`config.mk`:
```
export PLATFORM = sky130hd
export DESIGN_NAME = dcs_reg_bank
export DESIGN_NICKNAME = d
export VERILOG_FILES = /design/src/design/dcs_reg_bank.v /design/src/design/dcs_pin_sync.v /design/src/design/dcs_channel_ctrl.v
export VERILOG_INCLUDE_DIRS = /design/src /design/src/design
export SDC_FILE = /design/constraint.sdc
export NUM_CORES = 1
export LEC_CHECK = 0
export ABC_AREA = 1
export BUFFER_PORTS_ARGS = -buffer_cell sky130_fd_sc_hd__buf_2
export CORE_AREA = 2 2 110 112
export DETAILED_ROUTE_END_ITERATION = 10
export DIE_AREA = 0 0 112 114
export PLACE_DENSITY = 0.75
export REMOVE_ABC_BUFFERS = 1
export SYNTH_ARGS = -nofsm -noshare
export SYNTH_HDL_FRONTEND = slang
export SYNTH_SLANG_ARGS = --single-unit
```
`constraint.sdc`:
```
create_clock -name sys_clk -period 2.52 [get_ports sys_clk]
set_input_delay 0.126 -clock sys_clk [delete_from_list [all_inputs] [get_ports sys_clk]]
set_output_delay 0.126 -clock sys_clk [all_outputs]
set_load 0.005 [all_outputs]
```
`src/design/dcs_consts.vh`:
```
// Notes on behaviour
// - Start, address byte, acked data bytes, stop
// - Address bit zero: one reads, zero writes
// - Answer only addresses matching 0001 00xx
// - Write mode updates any of eight registers
// - Top three data bits select the register, 000 to 011 channel one
// - Codes 100 to 111 select channel two
// - All register bits clear at power-on
// - Status select bits writable, flags read-only
// - Overcurrent flag reported from protection logic
// - Back-current flag reported from protection logic
// - Voltage-range flag reported from protection logic
// - Open-cable flag reported from protection logic
// - Over-temperature flag follows thermal shutdown state
// - Tone gate and source select steer tone
// - Threshold bit picks receive or transmit level
// - Range and select bits choose current threshold
// - Static-limit bit set disables dynamic limiting
// - Pin-select-disable bit ignores range pin
// - Power enable bit runs channel converter
// - Register steps choose output level directly
// - With pin enabled, pin picks range
// - Channel-two status bit four unused
// - Unused and read-only bits ignore writes
// - No acknowledge while power-good is low
// - Read bytes msb first; host nak ends
`ifndef DCS_CONSTS_VH
`define DCS_CONSTS_VH
`define DCS_ADDR_TOP      6'h04
`define DCS_SEL_MSB       7
`define DCS_SEL_LSB       5
`define DCS_REG_RESET     8'h00
`define DCS_STATUS_WMASK  8'he0
`define DCS_TONE_WMASK    8'hfc
`define DCS_LIMIT_WMASK   8'hff
`define DCS_OUTPUT_WMASK  8'hf3
`define DCS_SYNC_STAGES   3
`endif

```
`src/design/dcs_reg_bank.v`:
```
`timescale 1ns/10ps
`default_nettype none
`include "dcs_consts.vh"
// ----------------------------------------------------------------
// Two-wire target holding eight system registers
// ----------------------------------------------------------------
module dcs_reg_bank (
  input  wire       sys_clk,
  input  wire       srst,
  input  wire       scl_in,
  input  wire       sda_in,
  output reg        sda_out,
  output reg        sda_oe,
  input  wire       power_good,
  input  wire       over_temp_in,
  input  wire [1:0] open_cable_in,
  input  wire [1:0] voltage_range_in,
  input  wire [1:0] overcurrent_in,
  input  wire [1:0] back_current_in,
  input  wire [1:0] range_pin_in,
  input  wire [1:0] modulation_in,
  output reg  [1:0] tone_on,
  output reg  [1:0] tone_passthrough,
  output reg  [1:0] detect_tx_threshold,
  output reg  [1:0] dynamic_limit,
  output reg  [5:0] limit_code,
  output reg  [1:0] power_enable,
  output reg  [3:0] level_code
);
  // ----------------------------------------------------------------
  // Link sampling
  // ----------------------------------------------------------------
  localparam ST_IDLE = 3'h0;
  localparam ST_ADDR = 3'h1;
  localparam ST_AACK = 3'h2;
  localparam ST_WDAT = 3'h3;
  localparam ST_WACK = 3'h4;
  localparam ST_RDAT = 3'h5;
  localparam ST_RACK = 3'h6;

  wire [5:0] pins_in;
  wire [5:0] pins;
  assign pins_in = {range_pin_in, modulation_in, scl_in, sda_in};

  dcs_pin_sync #(
    .WIDTH (6)
  ) u_sync (
    .sys_clk (sys_clk),
    .srst    (srst),
    .pin_in  (pins_in),
    .pin_out (pins)
  );

  wire       scl = pins[1];
  wire       sda = pins[0];
  wire [1:0] mod_s = pins[3:2];
  wire [1:0] rng_s = pins[5:4];

  reg        scl_d;
  reg        sda_d;
  reg  [2:0] state;
  reg  [3:0] bit_cnt;
  reg  [7:0] shift;
  reg  [2:0] rd_ptr;
  reg  [7:0] regs [0:7];
  reg  [2:0] pg_sync;
  reg        pg;

  wire scl_rise = scl & ~scl_d;
  wire scl_fall = ~scl & scl_d;
  wire start_c  = scl & scl_d & sda_d & ~sda;
  wire stop_c   = scl & scl_d & ~sda_d & sda;

  // ----------------------------------------------------------------
  // Register image with live flags in the status registers
  // ----------------------------------------------------------------
  wire [7:0] rd_word [0:7];
  genvar g;
  generate
    for (g = 0; g < 8; g = g + 1) begin : g_rd
      if (g == 0) begin : g_s1
        assign rd_word[g] = {regs[g][7:5], over_temp_in, open_cable_in[0],
                             voltage_range_in[0], overcurrent_in[0],
                             back_current_in[0]};
      end else if (g == 4) begin : g_s2
        assign rd_word[g] = {regs[g][7:5], 1'b0, open_cable_in[1],
                             voltage_range_in[1], overcurrent_in[1],
                             back_current_in[1]};
      end else begin : g_rw
        assign rd_word[g] = regs[g];
      end
    end
  endgenerate

  // Per-register writable bits; flags and unused bits keep zero
  function [7:0] wmask;
    input [1:0] kind;
    begin
      case (kind)
        2'h0:    wmask = `DCS_STATUS_WMASK;
        2'h1:    wmask = `DCS_TONE_WMASK;
        2'h2:    wmask = `DCS_LIMIT_WMASK;
        default: wmask = `DCS_OUTPUT_WMASK;
      endcase
    end
  endfunction

  wire [2:0] wsel = shift[`DCS_SEL_MSB:`DCS_SEL_LSB];

  // Power-good is asynchronous; taken once stages 2 and 3 agree
  always @(posedge sys_clk) begin
    if (srst) begin
      pg_sync <= 3'h0;
      pg      <= 1'b0;
    end else begin
      pg_sync <= {pg_sync[1:0], power_good};
      if (pg_sync[1] == pg_sync[2])
        pg <= pg_sync[2];
    end
  end

  // ----------------------------------------------------------------
  // Protocol engine
  // ----------------------------------------------------------------
  integer i;
  always @(posedge sys_clk) begin
    if (srst || !pg) begin
      scl_d   <= 1'b1;
      sda_d   <= 1'b1;
      state   <= ST_IDLE;
      bit_cnt <= 4'h0;
      shift   <= 8'h00;
      rd_ptr  <= 3'h0;
      sda_out <= 1'b1;
      sda_oe  <= 1'b0;
      for (i = 0; i < 8; i = i + 1)
        regs[i] <= `DCS_REG_RESET;
    end else begin
      scl_d <= scl;
      sda_d <= sda;
      if (start_c) begin
        state   <= ST_ADDR;
        bit_cnt <= 4'h0;
        sda_oe  <= 1'b0;
      end else if (stop_c) begin
        state  <= ST_IDLE;
        sda_oe <= 1'b0;
      end else begin
        case (state)
          ST_IDLE: begin
            sda_oe <= 1'b0;
          end
          ST_ADDR, ST_WDAT: begin
            if (scl_rise) begin
              shift   <= {shift[6:0], sda};
              bit_cnt <= bit_cnt + 4'h1;
            end else if (scl_fall && bit_cnt == 4'h8) begin
              bit_cnt <= 4'h0;
              if (state == ST_ADDR) begin
                if (shift[7:2] == `DCS_ADDR_TOP) begin
                  state   <= ST_AACK;
                  sda_out <= 1'b0;
                  sda_oe  <= 1'b1;
                end else begin
                  state <= ST_IDLE;
                end
              end else begin
                // Writable bits only; select bits land in the target
                regs[wsel] <= (shift & wmask(wsel[1:0])) |
                              (regs[wsel] & ~wmask(wsel[1:0]));
                state   <= ST_WACK;
                sda_out <= 1'b0;
                sda_oe  <= 1'b1;
              end
            end
          end
          ST_AACK: begin
            if (scl_fall) begin
              if (shift[0]) begin
                state   <= ST_RDAT;
                rd_ptr  <= 3'h1;
                shift   <= {rd_word[0][6:0], 1'b0};
                sda_out <= rd_word[0][7];
                sda_oe  <= ~rd_word[0][7];
                bit_cnt <= 4'h1;
              end else begin
                state  <= ST_WDAT;
                sda_oe <= 1'b0;
              end
            end
          end
          ST_WACK: begin
            if (scl_fall) begin
              state  <= ST_WDAT;
              sda_oe <= 1'b0;
            end
          end
          ST_RDAT: begin
            // Open drain: only pull low, release for ones
            if (scl_fall) begin
              if (bit_cnt == 4'h8) begin
                state  <= ST_RACK;
                sda_oe <= 1'b0;
              end else begin
                sda_out <= shift[7];
                sda_oe  <= ~shift[7];
                shift   <= {shift[6:0], 1'b0};
                bit_cnt <= bit_cnt + 4'h1;
              end
            end
          end
          ST_RACK: begin
            if (scl_rise) begin
              if (sda) begin
                state <= ST_IDLE;
              end else begin
                state   <= ST_RDAT;
                shift   <= rd_word[rd_ptr];
                rd_ptr  <= rd_ptr + 3'h1;
                bit_cnt <= 4'h0;
              end
            end
          end
          default: state <= ST_IDLE;
        endcase
      end
    end
  end

  // ----------------------------------------------------------------
  // Channel controls
  // ----------------------------------------------------------------
  wire [1:0] c_tone;
  wire [1:0] c_pass;
  wire [1:0] c_thr;
  wire [1:0] c_dyn;
  wire [5:0] c_lim;
  wire [1:0] c_pwr;
  wire [3:0] c_lvl;

  generate
    for (g = 0; g < 2; g = g + 1) begin : g_ch
      dcs_channel_ctrl u_ch (
        .sys_clk             (sys_clk),
        .srst                (srst),
        .tone_reg            (regs[4*g+1]),
        .limit_reg           (regs[4*g+2]),
        .output_reg          (regs[4*g+3]),
        .range_pin           (rng_s[g]),
        .modulation_in       (mod_s[g]),
        .tone_on             (c_tone[g]),
        .tone_passthrough    (c_pass[g]),
        .detect_tx_threshold (c_thr[g]),
        .dynamic_limit       (c_dyn[g]),
        .limit_code          (c_lim[3*g+2:3*g]),
        .power_enable        (c_pwr[g]),
        .level_code          (c_lvl[2*g+1:2*g])
      );
    end
  endgenerate

  // Top outputs straight from flops
  always @(posedge sys_clk) begin
    if (srst) begin
      tone_on             <= 2'h0;
      tone_passthrough    <= 2'h0;
      detect_tx_threshold <= 2'h0;
      dynamic_limit       <= 2'h0;
      limit_code          <= 6'h00;
      power_enable        <= 2'h0;
      level_code          <= 4'h0;
    end else begin
      tone_on             <= c_tone;
      tone_passthrough    <= c_pass;
      detect_tx_threshold <= c_thr;
      dynamic_limit       <= c_dyn;
      limit_code          <= c_lim;
      power_enable        <= c_pwr & {2{pg}};
      level_code          <= c_lvl;
    end
  end
endmodule
`default_nettype wire

```
`src/design/dcs_pin_sync.v`:
```
`timescale 1ns/10ps
`default_nettype none
// ----------------------------------------------------------------
// Three-stage pin synchroniser, change taken when stages 2 and 3 agree
// ----------------------------------------------------------------
module dcs_pin_sync #(
  parameter WIDTH = 2
) (
  input  wire             sys_clk,
  input  wire             srst,
  input  wire [WIDTH-1:0] pin_in,
  output reg  [WIDTH-1:0] pin_out
);
  reg [WIDTH-1:0] stage1;
  reg [WIDTH-1:0] stage2;
  reg [WIDTH-1:0] stage3;

  // Idle bus is high, so reset to ones
  always @(posedge sys_clk) begin
    if (srst) begin
      stage1  <= {WIDTH{1'b1}};
      stage2  <= {WIDTH{1'b1}};
      stage3  <= {WIDTH{1'b1}};
      pin_out <= {WIDTH{1'b1}};
    end else begin
      stage1 <= pin_in;
      stage2 <= stage1;
      stage3 <= stage2;
      pin_out <= (stage2 & stage3) | (pin_out & (stage2 | stage3));
    end
  end
endmodule
`default_nettype wire

```
`src/design/dcs_channel_ctrl.v`:
```
`timescale 1ns/10ps
`default_nettype none
`include "dcs_consts.vh"
// ----------------------------------------------------------------
// Per-channel decode of tone, limit and output-level controls
// ----------------------------------------------------------------
module dcs_channel_ctrl (
  input  wire       sys_clk,
  input  wire       srst,
  input  wire [7:0] tone_reg,
  input  wire [7:0] limit_reg,
  input  wire [7:0] output_reg,
  input  wire       range_pin,
  input  wire       modulation_in,
  output reg        tone_on,
  output reg        tone_passthrough,
  output reg        detect_tx_threshold,
  output reg        dynamic_limit,
  output reg  [2:0] limit_code,
  output reg        power_enable,
  output reg  [1:0] level_code
);
  wire gate      = tone_reg[4];
  wire src_sel   = tone_reg[3];
  wire pin_dis   = limit_reg[3];
  wire high_step = output_reg[1];
  wire low_step  = output_reg[0];

  // Registered so downstream analog sees glitch-free controls
  always @(posedge sys_clk) begin
    if (srst) begin
      tone_on             <= 1'b0;
      tone_passthrough    <= 1'b0;
      detect_tx_threshold <= 1'b0;
      dynamic_limit       <= 1'b0;
      limit_code          <= 3'h0;
      power_enable        <= 1'b0;
      level_code          <= 2'h0;
    end else begin
      tone_passthrough <= src_sel;
      tone_on <= src_sel ? modulation_in :
                 (gate ? 1'b1 : modulation_in);
      detect_tx_threshold <= tone_reg[2];
      dynamic_limit <= ~limit_reg[4];
      // Code 0 is 305mA, 4..7 are 388..890mA
      limit_code <= limit_reg[2] ? {1'b1, limit_reg[1:0]} : 3'h0;
      power_enable <= output_reg[4];
      if (pin_dis)
        level_code <= {high_step, low_step};
      else if (range_pin)
        level_code <= {1'b1, high_step};
      else
        level_code <= {1'b0, low_step};
    end
  end
endmodule
`default_nettype wire

```
==> results.tsv <==
metric	value	unit
portBuffers	39	
synth_seq_area_share	54.2	%
clock_skew	6.96	ps
period_needed	2230	ps
synthesis.instances	827	
synthXorXnorAreaFrac	0.251	%
grt_pass1_wl	27.8	mm
drive_gt1_share	16.6	%
grt_pass1_vias	5440	
crit_required	2610	ps
drc	0	
wire_per_inst	16.8	µm
tightest_slew	697	ps
synth_area	6980	µm²
viasPerCell	5.55	
gp_congestion	0.967	
ctsResizeCount	0	
layout_commonest_cell	nand2_1	
yosys-mux-area-fraction	0	%
dp_hpwl	12.5	mm
vdd_drop_max	0.723	mV
dieHeight	114	µm
drtIter0Drc	648	
antenna_cells	0	
routed_wirelength	17.5	mm
timing.fmax	449	MHz
tritoncts	done	
std_cell_rows	40	
grt_usage	28.7	%
rsz0062_at_grt	false	
numPlacedInstances	1006	
clockBufferDepth	2	
boundaryPins	40	
syn_area_per_cell	8.43	µm²
antenna_found_initial	0	
drt.antenna.violating_nets	0	
die_w	112	µm
fin_hold_ws	124	ps
crit_arrival	2320	ps
criticalPathCategory	reg2reg	
grt_max_degree	64	
clock_latency	420	ps
min_path_type	in2reg	
final-setup-viol-count	0	
start_util	59.6	%
syn_to_final_growth	14.1	%
cts_num_sinks	157	
crit_fanout	8	
drtPass1Iterations	7	
synth_simple_gate_area_share	26.7	%
instances_no_fill	1045	
drv_cap	0	
clk_pin_slew	60	ps
htreeDepth	4	
cellPowerDensity	654	nW/µm²
cts-root-buf	clkbuf_16	
postCtsHoldBufs	7	
synthDistinctLibCells	36	
nets	909	
layout_common_cells	nand2_1 (148), nor2_1 (138), dfxtp_1 (93)	
cts_made_buffers	17	
report.final.slew_viol_count	0	
synth_fa_ha_area_share	1.08	%
post-route-period-util	88.5	%
synth_compound_gate_area_share	9.97	%
die-area	12800	µm²
startpoint_type	flip-flop	
synth_top_family_by_area	simple AND/OR/NAND/NOR gates	
hold_viol_final	0	
yosysWarningCount	0	
num_vias	5796	
yosys_register_bits	157	
core_area	11700	µm²
tns	0	ps
cts_setup_buffers	0	
worstSetupEndpointType	flip-flop	
grt-ovfl-total	0	
status	complete, no violations	
p_leak	3.40	nW
slew_headroom	53.5	%
-- cell usage after synthesis, drive strengths merged --
master	n	area share [%]
dfxtp	93	27
xnor2	1	0.13
and3	4	0.36
clkbuf	16	0.86
ha	6	1.1
nor2	153	9.7
o21ai	41	2.9
conb	1	0.054
or2	21	1.9
a21oi	58	4.5
nor3	6	0.50
nand2	160	9.3
a22oi	1	0.11
clkinv	2	0.11
o22ai	2	0.18
buf	13	1.3
nand3	61	4.8
xor2	1	0.13
edfxtp	64	28
nand4	3	0.27
o211ai	21	2.3
inv	99	5.4
-- layer usage --
| metal | wire length (µm) | vias up | GRT usage [%] |
|---|---|---|---|
| li1 | - | 2778 | - |
| met1 | 7580 | 2654 | 39.7 |
| met5 | 0 | - | 0 |
| met4 | 626 | 0 | 12.5 |
| met3 | 1570 | 58 | 5.53 |
| met2 | 7760 | 306 | 44.7 |
-- final timing paths --
kind,from,endpoint,slack (ps),depth (start not counted)
max,bit_cnt[0],regs[1][6],290,10
max reg2reg,bit_cnt[0],regs[1][6],290,10
min,open_cable_in[0],shift[4],120,5
min reg2reg,g_ch[0].u_ch.level_code[0],level_code[0],400,2
-- kinds of logic after synthesis --
logic type / count (synthesis)
AO/OA/AOI/OAI: 123
adder cells (fa/ha/maj): 6
AND/OR/NAND/NOR: 408
flip-flops: 157
buffers and inverters: 130
other: 1
XOR/XNOR: 2
-- registers in the layout (all words and copies together), names as in the netlist, 6 cells and up, named ones only --
register / count
shift: 8
g_ch.u_ch.limit_code: 6
u_sync.pin_out: 6
u_sync.stage3: 6
regs: 64
u_sync.stage1: 6
limit_code: 6
u_sync.stage2: 6
-- power breakdown --
| part | switching (mW) | leakage [nW] | total [mW] | internal, mW |
|---|---|---|---|---|
| combinational | 0.0499 | 1.60 | 0.0904 | 0.0406 |
| sequential | 0.0133 | 1.53 | 2.68 | 2.66 |
| clock | 1.06 | 0.271 | 2.43 | 1.38 |
-- critical path, cell delays in order (launching register included) --
cell and delay, ps:
dfxtp_1 350, inv_1 90, ha_1 170, nand2_1 60, nor2_1 120, nand2_1 120
nor3_2 180, nand2_2 160, nor2_8 210, nand3_4 140, nand2_1 280
-- per-stage QoR --
stage               setup slack [ps]  util [%]  area (µm²)  power [mW]
floorplan                        240         -        6860        2.76
global placement                 385      62.5        7320        2.81
detailed placement               303      62.5        7320        2.81
CTS                              291      67.9        7960        5.23
global route                    71.6      67.9        7960        5.35
finish                           290      67.9        7960        5.20
-- final cells by class --
| class | count | area (µm²) |
|---|---|---|
| Inverter | 101 | 384 |
| Clock buffer | 18 | 429 |
| Clock inverter | 14 | 133 |
| Sequential cell | 157 | 3780 |
| Fill cell | 961 | 3750 |
| Tap cell | 147 | 184 |
| Timing Repair Buffer | 57 | 348 |
| Multi-Input combinational cell | 551 | 2700 |
Note: power is estimated with default switching activity, not from simulation.
